===== src/cba_pkg.sv =====
// Constants, types and register map of the cluster bus arbiter
package cba_pkg;
	localparam int CBA_NUM_PROC = 8;
	localparam int CBA_ID_W = 3;
	localparam int CBA_TL_W = 16;
	localparam int CBA_SYNC_W = 16;
	// ============================================================
	// Register map (byte addresses)
	localparam logic [7:0] CBA_OFS_CTRL = 8'h00;
	localparam logic [7:0] CBA_OFS_TLIM = 8'h04;
	localparam logic [7:0] CBA_OFS_STAT = 8'h08;
	localparam int CBA_CTRL_LOCK_BIT = 0;
	localparam logic CBA_LOCK_RST = 1'b0;
	localparam logic [CBA_TL_W-1:0] CBA_TLIM_RST = 16'h0000;
	localparam logic [CBA_ID_W-1:0] CBA_RST_MASTER = 3'h0;
	localparam logic [31:0] CBA_ZERO_WORD = 32'h0000_0000;
	localparam logic [1:0] CBA_RESP_OKAY = 2'h0;
	localparam logic CBA_LINE_LOW = 1'b0;
	// Drive history depth matching the two-stage pin synchroniser
	localparam int CBA_DRV_DLY = 2;
	// ============================================================
	// Types
	typedef enum logic [1:0] {
		CBA_ST_OWNED,
		CBA_ST_GAP,
		CBA_ST_HOST
	} cba_state_t;
	typedef struct packed {
		logic [CBA_ID_W-1:0] cur_master;
		logic host_owned;
		logic is_master;
		logic locked;
		logic expired;
	} cba_status_t;
	typedef struct packed {
		logic core;
		logic dma;
	} cba_prio_t;
	typedef struct packed {
		logic [CBA_NUM_PROC-1:0] req;
		cba_prio_t prio;
		logic host_req;
		logic host_yield;
		logic host_grant;
		logic [CBA_ID_W-1:0] id;
	} cba_pins_t;
endpackage : cba_pkg


===== src/cba_arbiter.sv =====
// Cluster bus arbiter: request lines, host grant, priority access, lock
//
// Added by the designer: the address map and register access over AHB-Lite.
module cba_arbiter import cba_pkg::*; #(
	parameter int NUM_PROC = CBA_NUM_PROC,
	parameter int TL_W = CBA_TL_W
) (
	input wire logic i_clk_sys,
	input wire logic i_sys_rst,
	input wire logic i_hsel,
	input wire logic [31:0] i_haddr,
	input wire logic [1:0] i_htrans,
	input wire logic i_hwrite,
	input wire logic [2:0] i_hsize,
	input wire logic [31:0] i_hwdata,
	input wire logic i_hready,
	output logic [31:0] o_hrdata,
	output logic o_hreadyout,
	output logic o_hresp,
	input wire logic [CBA_ID_W-1:0] i_processor_identity,
	input wire logic i_core_req,
	input wire logic i_dma_hi_req,
	input wire logic i_dma_req,
	input wire logic i_xact_busy,
	output logic o_bus_owned,
	input wire logic [CBA_NUM_PROC-1:0] i_mreq_line_n,
	output logic [CBA_NUM_PROC-1:0] o_mreq_line_o,
	output logic [CBA_NUM_PROC-1:0] o_mreq_line_oe_n,
	input wire logic i_core_prio_line_n,
	output logic o_core_prio_line_o,
	output logic o_core_prio_line_oe_n,
	input wire logic i_dma_prio_line_n,
	output logic o_dma_prio_line_o,
	output logic o_dma_prio_line_oe_n,
	input wire logic i_host_request_n,
	input wire logic i_host_yield_n,
	input wire logic i_host_grant_n,
	output logic o_host_grant_o,
	output logic o_host_grant_oe_n,
	output logic o_atomic_hold_ind_n
);
	// ============================================================
	// Helpers
	function automatic logic [CBA_NUM_PROC-1:0] id_onehot(
		input logic [CBA_ID_W-1:0] id);
		id_onehot = '0;
		id_onehot[id] = 1'b1;
	endfunction : id_onehot

	// First requester above cur, wrapping: the old master ends up last
	function automatic logic [CBA_ID_W:0] pick_next(
		input logic [CBA_NUM_PROC-1:0] req,
		input logic [CBA_ID_W-1:0] cur);
		logic [CBA_ID_W-1:0] idx;
		pick_next = '0;
		for (int k = 1; k <= CBA_NUM_PROC; k++) begin
			idx = cur + CBA_ID_W'(k);
			if (req[idx] && !pick_next[CBA_ID_W])
				pick_next = {1'b1, idx};
		end
	endfunction : pick_next

	// ============================================================
	// Pin synchroniser
	cba_pins_t pins_raw;
	cba_pins_t pins_s1;
	cba_pins_t pins;
	assign pins_raw = {~i_mreq_line_n, ~i_core_prio_line_n,
		~i_dma_prio_line_n, ~i_host_request_n, ~i_host_yield_n,
		~i_host_grant_n, i_processor_identity};
	always_ff @(posedge i_clk_sys) begin
		pins_s1 <= pins_raw;
		pins <= pins_s1;
	end

	// ============================================================
	// Register file
	logic lock_bit;
	logic [TL_W-1:0] tlim;
	logic wr_pend;
	logic [7:0] wr_ofs;
	logic addr_ok;
	cba_status_t status;
	assign addr_ok = i_hsel && i_htrans[1] && i_hready;
	assign o_hreadyout = 1'b1;
	assign o_hresp = CBA_RESP_OKAY[0];

	always_ff @(posedge i_clk_sys) begin
		if (i_sys_rst) begin
			wr_pend <= 1'b0;
			wr_ofs <= CBA_OFS_CTRL;
		end else begin
			wr_pend <= addr_ok && i_hwrite;
			wr_ofs <= i_haddr[7:0];
		end
	end

	always_ff @(posedge i_clk_sys) begin
		if (i_sys_rst) begin
			lock_bit <= CBA_LOCK_RST;
			tlim <= CBA_TLIM_RST;
		end else if (wr_pend) begin
			if (wr_ofs == CBA_OFS_CTRL)
				lock_bit <= i_hwdata[CBA_CTRL_LOCK_BIT];
			if (wr_ofs == CBA_OFS_TLIM)
				tlim <= i_hwdata[TL_W-1:0];
		end
	end

	// Unmapped offsets read as zero with an OKAY answer
	always_ff @(posedge i_clk_sys) begin
		if (i_sys_rst) begin
			o_hrdata <= CBA_ZERO_WORD;
		end else if (addr_ok && !i_hwrite) begin
			case (i_haddr[7:0])
				CBA_OFS_CTRL: o_hrdata <= 32'(lock_bit);
				CBA_OFS_TLIM: o_hrdata <= 32'(tlim);
				CBA_OFS_STAT: o_hrdata <= 32'(status);
				default: o_hrdata <= CBA_ZERO_WORD;
			endcase
		end
	end

	// ============================================================
	// Shared bus tracking, identical in every arbiter
	cba_state_t st;
	logic [CBA_ID_W-1:0] master;
	logic [CBA_ID_W:0] winner;
	logic [CBA_NUM_PROC-1:0] my_bit;
	logic is_master;
	logic others_req;
	assign my_bit = id_onehot(pins.id);
	assign winner = pick_next(pins.req, master);
	assign is_master = (st == CBA_ST_OWNED) && (master == pins.id);
	assign others_req = |(pins.req & ~my_bit);

	always_ff @(posedge i_clk_sys) begin
		if (i_sys_rst) begin
			st <= CBA_ST_OWNED;
			master <= CBA_RST_MASTER;
		end else begin
			case (st)
				CBA_ST_OWNED: begin
					if (pins.host_grant)
						st <= CBA_ST_HOST;
					else if (!pins.req[master] && |pins.req)
						st <= CBA_ST_GAP;
				end
				CBA_ST_GAP: begin
					st <= CBA_ST_OWNED;
					if (winner[CBA_ID_W])
						master <= winner[CBA_ID_W-1:0];
				end
				CBA_ST_HOST: begin
					if (!pins.host_grant)
						st <= CBA_ST_OWNED;
				end
				default: st <= CBA_ST_OWNED;
			endcase
		end
	end

	// ============================================================
	// Time limit
	logic [TL_W-1:0] tl_cnt;
	logic expired;
	logic was_master;
	logic release_now;
	always_ff @(posedge i_clk_sys) begin
		if (i_sys_rst)
			was_master <= 1'b0;
		else
			was_master <= is_master || (st == CBA_ST_HOST && was_master);
	end

	// Zero limit disables the fairness check
	always_ff @(posedge i_clk_sys) begin
		if (i_sys_rst) begin
			tl_cnt <= CBA_TLIM_RST;
			expired <= 1'b0;
		end else if (is_master && !was_master) begin
			tl_cnt <= tlim;
			expired <= 1'b0;
		end else if (is_master && tlim != '0) begin
			if (tl_cnt != '0) begin
				tl_cnt <= tl_cnt - TL_W'(1);
			end else if (lock_bit) begin
				expired <= 1'b1;
			end else if (!others_req) begin
				tl_cnt <= tlim;
				expired <= 1'b0;
			end else begin
				expired <= 1'b1;
			end
		end else if (!is_master && st != CBA_ST_HOST) begin
			expired <= 1'b0;
		end
	end

	// Release stops driving the request line low until the state leaves CBA_ST_OWNED
	assign release_now = is_master && expired && !lock_bit && others_req
		&& !i_xact_busy && !(tl_cnt != '0);

	// ============================================================
	// Request, priority lines and host grant
	logic drv_req;
	logic drv_cpa;
	logic drv_dpa;
	logic drv_grant;
	logic [CBA_DRV_DLY-1:0] cpa_hist;
	logic cpa_other;
	logic want;
	logic eligible;
	logic next_req;
	logic next_grant;
	assign cpa_other = pins.prio.core && !cpa_hist[CBA_DRV_DLY-1];
	assign want = lock_bit || i_core_req || i_dma_hi_req || i_dma_req;
	assign eligible = lock_bit || i_core_req
		|| (i_dma_hi_req && !pins.prio.core)
		|| (i_dma_req && !pins.prio.core && !pins.prio.dma);

	always_comb begin
		next_req = want && eligible;
		if (is_master && i_xact_busy)
			next_req = 1'b1;
		if (st == CBA_ST_HOST && was_master)
			next_req = 1'b1;
		if (release_now)
			next_req = 1'b0;
	end

	// Lock keeps the grant back unless the host also asserts yield
	always_comb begin
		next_grant = 1'b0;
		if (pins.host_req && (is_master || (drv_grant && was_master)))
			next_grant = (!lock_bit || pins.host_yield)
				&& (!i_xact_busy || pins.host_yield || drv_grant);
	end

	always_ff @(posedge i_clk_sys) begin
		if (i_sys_rst) begin
			drv_req <= 1'b0;
			drv_cpa <= 1'b0;
			drv_dpa <= 1'b0;
			drv_grant <= 1'b0;
			cpa_hist <= '0;
		end else begin
			drv_req <= next_req;
			drv_cpa <= i_core_req;
			drv_dpa <= i_dma_hi_req && !i_core_req && !cpa_other;
			drv_grant <= next_grant;
			cpa_hist <= {cpa_hist[CBA_DRV_DLY-2:0], drv_cpa};
		end
	end

	genvar g;
	generate
		for (g = 0; g < CBA_NUM_PROC; g++) begin : g_line
			assign o_mreq_line_o[g] = CBA_LINE_LOW;
			assign o_mreq_line_oe_n[g] = ~(drv_req && my_bit[g]);
		end
	endgenerate
	assign o_core_prio_line_o = CBA_LINE_LOW;
	assign o_core_prio_line_oe_n = ~drv_cpa;
	assign o_dma_prio_line_o = CBA_LINE_LOW;
	assign o_dma_prio_line_oe_n = ~drv_dpa;
	assign o_host_grant_o = CBA_LINE_LOW;
	assign o_host_grant_oe_n = ~drv_grant;

	// ============================================================
	// Indicators and status
	always_ff @(posedge i_clk_sys) begin
		if (i_sys_rst) begin
			o_bus_owned <= 1'b0;
			o_atomic_hold_ind_n <= 1'b1;
		end else begin
			o_bus_owned <= is_master;
			o_atomic_hold_ind_n <= ~(lock_bit && is_master);
		end
	end
	assign status = '{cur_master: master, host_owned: st == CBA_ST_HOST,
		is_master: is_master, locked: ~o_atomic_hold_ind_n,
		expired: expired};
endmodule : cba_arbiter


===== config.mk =====
export PLATFORM = sky130hd
export DESIGN_NAME = cba_arbiter
export DESIGN_NICKNAME = d
export VERILOG_FILES = /design/src/cba_pkg.sv /design/src/cba_arbiter.sv
export SDC_FILE = /design/constraint.sdc
export NUM_CORES = 1
export LEC_CHECK = 0
export BUFFER_PORTS_ARGS = -buffer_cell sky130_fd_sc_hd__buf_4
export CORE_UTILIZATION = 33
export DETAILED_ROUTE_END_ITERATION = 12
export MAX_ROUTING_LAYER = met4
export PLACE_DENSITY = 0.66
export SYNTH_ARGS = -nofsm -noshare
export SYNTH_HDL_FRONTEND = slang
export SYNTH_SLANG_ARGS = --single-unit

===== constraint.sdc =====
create_clock -name i_clk_sys -period 2.94 [get_ports i_clk_sys]
set_clock_uncertainty 0.15 [all_clocks]
set_input_delay 0.588 -clock i_clk_sys [delete_from_list [all_inputs] [get_ports i_clk_sys]]
set_output_delay 0.588 -clock i_clk_sys [all_outputs]
set_load 0.1 [all_outputs]

Word level (Yosys, flattened, before mapping)
Cells that the tools add are included.

storage, ports and cells
  register bits = 121
  output and inout port bits = 58
  logic and storage cells = 217

operators by class
  add/sub/neg operators = 8
  order comparisons = 10
  equal/unequal tests = 12
  mux-type cells = 43
  bitwise logic cells = 23
  reduce and logical (&&, ||, !) cells = 90

operator list
  operator                 number
  $mux W16                 5
  $pmux W16 S3             1
  $logic_and A1 B1 Y1      43
  $lt A3 B4 Y1 const B     9
  $mux W4                  8
  $reduce_bool A16 Y1      2
  $bmux W1 S3              8
  $not A1 Y1               20
  $logic_not A1 Y1         19
  $eq A8 B3 Y1 const B     2
  $logic_not A8 Y1         2
  $mux W1                  16
  $not A8 Y8               2
  $reduce_or A8 Y1         2
  $sub A16 B1 Y16 const B  1
  $add A3 B3 Y3 const B    4
  $logic_or A1 B1 Y1       10
  $and A8 B8 Y8            1
  $eq A8 B4 Y1 const B     1
  $reduce_and A2 Y1        4
  $add A3 B2 Y3 const B    2
  $mux W2                  3
  $ne A2 B2 Y1 const B     3
  $ne A3 B1 Y1 const B     2
  other kinds (12)         16

Longest topological paths before layout
Gate-level depths: netlist of the first run.

  word-level depth = 26
  gate-level depth with buffers = 11
  gate-level depth less buffers = 9

Worst setup path before layout of the first run
OpenSTA, ideal clock, no wires.

  path type = reg2reg
  start = register (tool-made name)
  end = register (tool-made name)
  library setup time = 0.120 ns
  data arrival time = 2.563 ns
  required time = 2.670 ns
  path slack = 0.107 ns
  stages on the path, launching flop included = 11
  path buffers = 2
  cell sequence = dfxtp_1 buf_6 inv_1 ha_1 clkbuf_2 mux4_1 mux2i_1 nand2_1 nor4_2 a21oi_1 o31a_1

==> results of run 1 <==
[what timing repair did]
action                                  CTS  global route
buffers inserted                          0             2
hold endpoints to repair                  0             0
endpoints found under the setup margin    0             9
gates resized for setup                   0             3
[cell type report]
class	count	area share
Inverter	30	0.0191
Sequential cell	105	0.356
Tap cell	184	0.0390
Clock buffer	9	0.0381
Timing Repair Buffer	94	0.119
Multi-Input combinational cell	389	0.417
Clock inverter	7	0.0119
[worst paths after layout]
path                                           from               end  depth (start not counted)
worst max-delay path                      flip-flop         flip-flop                         10
worst min-delay path            pins_s1[11]$_DFF_P_  pins[11]$_DFF_P_                          0
worst max register to register            flip-flop         flip-flop                         10
worst min register to register  pins_s1[11]$_DFF_P_  pins[11]$_DFF_P_                          0
[placed cells by master (no fill, tap or decap), types with 6 or more instances in the layout]
master,Yosys,layout
a211oi_1,7,7
a21oi_1,36,36
a22oi_1,18,18
buf_4,30,94
clkbuf_16,0,9
conb_1,2,29
dfxtp_1,105,105
inv_1,30,30
mux2i_1,24,23
nand2_1,45,45
nand3_1,11,11
nand4_1,6,6
nor2_1,54,54
nor2b_1,19,19
nor3_1,9,9
nor3b_1,11,11
nor4_1,13,13
o21ai_0,32,32
[worst max-delay path: stages (launching register included)]
cell,delay [ns]
dfxtp_1,0.34
inv_1,0.06
ha_1,0.46
mux4_2,0.45
buf_4,0.17
nor3b_1,0.26
o21ai_0,0.15
a211oi_1,0.33
nor3_1,0.09
a21oi_1,0.14
o31a_1,0.16
[stage by stage]
stage          cells  utilization
6_report         818        0.407
3_3_place_gp     800        0.385
4_1_cts          816        0.405
5_1_grt          818        0.407
3_5_place_dp     800        0.385
2_1_floorplan    579            -
[state kept, by name (all words and copies together), names as in the netlist, 2 cells and up, named ones only]
name and count:
pins_s1 16, st 2, o_hrdata 16, tlim 16
tl_cnt 16, cpa_hist 2, wr_ofs 8, pins 16
[cell families (layout without fill, tap and decap cells)]
kind of cell,Yosys count,in the layout
simple gates,190,190
buf+inv,85,140
other cells,2,29
fa+ha+maj,4,4
xor+xnor,6,6
flops,105,105
mux,34,34
compound gates,126,126
[layer usage]
| layer | up-vias | wire length (um) | share of wire | track usage |
|---|---|---|---|---|
| met2 | 159 | 5130 | 0.45 | 0.238 |
| met3 | 12 | 731 | 0.064 | 0.0362 |
| met4 | 0 | 129 | 0.011 | 0.0484 |
| met5 | - | 0 | 0 | - |
| li1 | 2058 | - | - | - |
| met1 | 1923 | 5480 | 0.48 | 0.212 |
[where the power goes]
part	switching (W)	internal, W	total (W)
clock	0.000581	0.000600	0.00118
sequential	0.0000531	0.00148	0.00154
combinational	0.000746	0.000361	0.00111
total	0.00138	0.00245	0.00383
==> summary.md, run 1 <==
| Metric | Value |
|---|---|
| Actual slew at the worst max-slew pin | 0.979 ns |
| EDFF count, synth | 0 |
| Headroom to the max-slew limit | 0.347 |
| Root cell of the clock tree | clkbuf_16 |
| Final worst path period need | 2.82 ns |
| Overall routed net length | 11500 um |
| Post-synthesis register bit count | 105 |
| Antenna violations before repair | 0 |
| Vertical die dimension | 124 um |
| Die area | 0.0154 mm^2 |
| Cells after Synth | 552 |
| First-pass iteration count of the detailed router | 5 |
| Sinks on the clock net | 105 |
| Clock tree buffer depth | 2 |
| Via count | 4152 |
| Placed wire-length estimate after detailed placement | 8400 um |
| Number of global-route vias before repair | 3729 |
| Synth cell types | 62 |
| Post-synth top area share | 0.428 |
| Total non-filler cell area in the finished layout | 0.00591 mm^2 |
| Biggest area contributors in the synthesized netlist | dfxtp_1, mux2i_1, buf_4 |
| Routed length per placed instance | 14.0 um |
| Max Clock Freq | 0.354 GHz |
| Area taken by flip-flops and latches | 0.00210 mm^2 |
| Clock slew seen by the registers of the worst setup and hold paths | 0.08 ns |
| Post-layout total power | 0.00383 W |
| Tightest hold margin | 0.171 ns |
| Layout cells sized above 1 | 0.205 |
| Largest fanout on the critical path | 8 |
| Most frequent cells after synthesis | dfxtp_1, nor2_1, nand2_1, a21oi_1, o21ai_0 |
| FFs w/ async S/R, synth | 0 |
| Status | completed |
| Area delta synth->final | 20.3% |
| All-layer global routing usage | 0.158 |
| Area inside the core boundary | 0.0145 mm^2 |
| Power per standard cell area | 648 mW/mm^2 |
| Cts bufs inserted | 9 |
| Nets@finish | 727 |
| Number of max-cap violations | 0 |
| Max Slew Vio Count | 0 |
| Cell area reported after detailed placement | 0.00560 mm^2 |
| # H-tree levels | 3 |
| Synth Area in Simple Gates | 0.195 |
| Rows | 44 |
| Ys Warns | 0 |
| Largest vdd supply drop | 0.340 mV |
| Commonest register cell after synthesis | dfxtp_1 |
| Sequential element share of the synthesized area | 0.428 |
| Clock tree from TritonCTS | built |
| Crit path arrival time | 2.97 ns |
| Largest net degree at the start of global routing | 72 |
| Crit Path Class | flip-flop to flip-flop |
| Filler cells | 1446 |
| Global-route wire length before repair | 18400 um |
| Placement-stage worst setup slack | 0.143 ns |
| Synthesized area | 0.00491 mm^2 |
| Final Hold Vio Count | 0 |
| Setup violation total in the final timing report | 0 |
| Synthesized area per cell | 8.90 um^2 |
| Share of cell area taken by muxes after synthesis | 0.0955 |
| Hold buffer count at CTS | 0 |
| Top Ports | 152 |
| Main combinational cell family by area after synthesis | simple AND/OR/NAND/NOR gates |
| Accumulated negative setup slack | 0 ns |
| Detail-routed via count per cell | 5.08 |
| Hold/Removal Path Class | flip-flop to flip-flop |
| Effective utilization at floorplan | 0.338 |
| Critical Path RT | 3.09 ns |
| Flop-to-flop setup slack | 0.12 ns |
| Total area of multi-input combinational cells | 0.00246 mm^2 |
| Final worst-path cycle share | 0.960 |
| Synth Area in Compound Gates | 0.166 |
| Startpoint Class | flip-flop |
| Final ANT Viol Nets | 0 |
| Setup crit end kind | flip-flop |
| Cell with the most instances after synthesis | dfxtp_1 |
| Number of remaining DRC errors | 0 |
| Number of DRC violations after detailed-routing iteration 0 | 267 |
| Number of antenna diodes | 0 |
| Routability-driven placement congestion ratio | 0.812 |
| Cell taking the most area after synthesis | dfxtp_1 |
| Worst Setup Slack, final | 0.119 ns |
| Port buffer count | 78 |
| Adder-cell share of the synthesized area | 0.0102 |
| Congestion Overflow GR | 0 |
| Parity-gate share of the synthesized area counting xor and xnor cells | 0.0122 |
| Leak Pwr | 2.45 nW |
| Worst skew pair latency | 0.35 ns |
| X dimension of the die | 124 um |
No activity file was read; power rests on OpenSTA's default activity.
==> run 2, diff against run 1 <==
--- a/config.mk
+++ b/config.mk
@@ -6,10 +6,12 @@
 export NUM_CORES = 1
 export LEC_CHECK = 0
 export BUFFER_PORTS_ARGS = -buffer_cell sky130_fd_sc_hd__buf_4
-export CORE_UTILIZATION = 33
+export CORE_MARGIN = 2
+export CORE_UTILIZATION = 46
+export CTS_CLUSTER_DIAMETER = 50
 export DETAILED_ROUTE_END_ITERATION = 12
 export MAX_ROUTING_LAYER = met4
-export PLACE_DENSITY = 0.66
+export PLACE_DENSITY = 0.84
 export SYNTH_ARGS = -nofsm -noshare
 export SYNTH_HDL_FRONTEND = slang
 export SYNTH_SLANG_ARGS = --single-unit
==> run 2 against run 1 <==
  * Sequential share of layout area grew 0.96 points
  * Wire length shrank 1.7%
  * Non-clock buffer count is the same
  * Utilization grew 15 points
  * Flip-flop and latch count is the same
  * Via count grew 1.6%
  * Total power shrank 7.2%
  * Critical path depth shrank 1
==> summary.md, run 2 (same netlist as run 1, synthesis figures left out) <==
| Metric | Value |
|---|---|
| Status | completed |
| # H-tree levels | 3 |
| Final Hold Vio Count | 0 |
| Global-route wire length before repair | 18000 um |
| X dimension of the die | 107 um |
| Hold buffer count at CTS | 0 |
| Setup violation total in the final timing report | 0 |
| Dpl cells | 752 |
| Actual slew at the worst max-slew pin | 0.709 ns |
| First-pass iteration count of the detailed router | 6 |
| Net switching power | 0.00136 W |
| Sinks on the clock net | 105 |
| Cell Count, Final, Fillers Out | 770 |
| Congestion Overflow GR | 0 |
| Die area | 0.0115 mm^2 |
| Number of max-cap violations | 0 |
| Detailed-route wire length on metal 1 | 5070 um |
| Hold/Removal Path Class | primary input to flip-flop |
| Clock tree from TritonCTS | built |
| Routed wl met3 | 937 um |
| Accumulated negative setup slack | 0 ns |
| Largest fanout on the critical path | 8 |
| Final worst path period need | 2.77 ns |
| Flop-to-flop setup slack | 0.17 ns |
| Number of DRC violations after detailed-routing iteration 0 | 289 |
| Met2 Wirelength | 5100 um |
| Overall routed net length | 11300 um |
| Commonest cells after routing, fill and taps aside | dfxtp_1, buf_4, nor2_1 |
| Number of antenna diodes | 0 |
| Placed wire-length estimate after detailed placement | 8260 um |
| Internal power of the cells | 0.00219 W |
| Number of remaining DRC errors | 0 |
| Port buffer count | 78 |
| Tightest hold margin | 0.163 ns |
| Antenna violations before repair | 0 |
| Most common cell after layout, fill and taps aside | dfxtp_1 |
| All-layer global routing usage | 0.201 |
| Portion of total power attributed to the clock network | 0.250 |
| Cell count of the worst reg-to-reg path | 9 |
| Leak Pwr | 2.40 nW |
| Effective utilization at floorplan | 0.476 |
| Area inside the core boundary | 0.0103 mm^2 |
| Via count | 4217 |
| Slowest cell on the critical path | or4_1 |
| Final ANT Viol Nets | 0 |
| Max Clock Freq | 0.361 GHz |
| Routability-driven placement congestion ratio | 0.868 |
| Seq pwr share | 0.434 |
| Crit Path Class | flip-flop to flip-flop |
| Number of global-route vias before repair | 3792 |
| Portion of total power attributed to combinational logic | 0.316 |
| Largest vdd supply drop | 0.327 mV |
| Nets@finish | 727 |
| Final worst-path cycle share | 0.943 |
| Setup crit end kind | flip-flop |
| Worst skew pair latency | 0.39 ns |
| Area delta synth->final | 17.1% |
| Delay of the slowest critical-path stage | 0.49 ns |
| Detail-routed via count per cell | 5.48 |
| Post-layout total power | 0.00355 W |
| Highest metal layer with signal wires | met4 |
| Top Ports | 152 |
| Routed length per placed instance | 14.6 um |
| Root cell of the clock tree | clkbuf_8 |
| Critical Path RT | 3.09 ns |
| Crit path arrival time | 2.92 ns |
| Vertical die dimension | 107 um |
| Largest net degree at the start of global routing | 72 |
| RSZ-0062 raised after global routing | no |
| Headroom to the max-slew limit | 0.527 |
| Startpoint Class | flip-flop |
| Fraction of power spent switching nets | 0.382 |
| Clock slew seen by the registers of the worst setup and hold paths | 0.10 ns |
| Power per standard cell area | 617 mW/mm^2 |
| Layout cells sized above 1 | 0.208 |
| Cts bufs inserted | 9 |
| Rows | 37 |
| Ordered list of cells on the worst path | inv_1 -> ha_2 -> mux4_2 -> nand2b_1 -> a32oi_4 -> nor3_2 -> a31o_1 -> or4_1 -> a21oi_1 |
| Clock tree buffer depth | 2 |
| Max Slew Vio Count | 0 |
run 2: layer usage:
metal | GRT usage | vias to the layer above
met5 | - | -
met4 | 0.0714 | 0
met3 | 0.0345 | 20
met2 | 0.312 | 187
met1 | 0.265 | 1960
li1 | - | 2050
run 2: critical path, delay by kind of cell (launching register included):
family / cells / cell delay (ns)
adders and majority gates: 1 / 0.43
and+or+nand+nor: 3 / 0.70
AOI/OAI and AO/OA: 3 / 0.72
DFF: 1 / 0.34
buffers and inverters: 1 / 0.08
muxes: 1 / 0.29
run 2: stage by stage:
step,area [um^2],setup WS (ns),util
after floorplan,5010,0.107,-
after global placement,5540,0.126,0.536
after detailed placement,5540,0.0609,0.536
after CTS,5740,0.0234,0.556
after global routing,5750,0.0159,0.557
final,5750,0.168,0.557
run 2: worst min-delay path by stage:
stage,startpoint,end,slack [ns],cells after the start
5_1_grt,i_processor_identity[0],pins_s1[0]$_DFF_P_,0.15,1
6_report,i_processor_identity[0],pins_s1[0]$_DFF_P_,0.16,1
2_1_floorplan,pins_s1[0]$_DFF_P_,pins[0]$_DFF_P_,0.16,0
4_1_cts,i_processor_identity[0],pins_s1[0]$_DFF_P_,0.15,1
3_5_place_dp,pins_s1[1]$_DFF_P_,pins[1]$_DFF_P_,0.16,0
3_3_place_gp,pins_s1[6]$_DFF_P_,pins[6]$_DFF_P_,0.16,0
run 2: repair_timing:
| action | in CTS | in global routing |
|---|---|---|
| endpoints found under the setup margin | 0 | 10 |
| buffers inserted | 0 | 2 |
| gates resized for setup | 0 | 5 |
run 2: area by class of cell:
class | instances | area (um^2)
multi-input cells | 389 | 2460
well taps | 136 | 170
fillers | 914 | 4570
clock buffers | 9 | 124
repair buffers | 94 | 706
inverters | 30 | 113
flip-flops and latches | 105 | 2100
clock inverters | 7 | 77.6
run 2: power groups by stage:
| stage | combinational [W] | sequential (W) | clock, W |
|---|---|---|---|
| 3_3_place_gp | 0.00106 | 0.00157 | 0 |
| 3_5_place_dp | 0.00109 | 0.00157 | 0 |
| 2_1_floorplan | 0.000900 | 0.00156 | 0 |
| 5_1_grt | 0.00123 | 0.00155 | 0.000959 |
| 4_1_cts | 0.00110 | 0.00154 | 0.000902 |
| 6_report | 0.00112 | 0.00154 | 0.000889 |
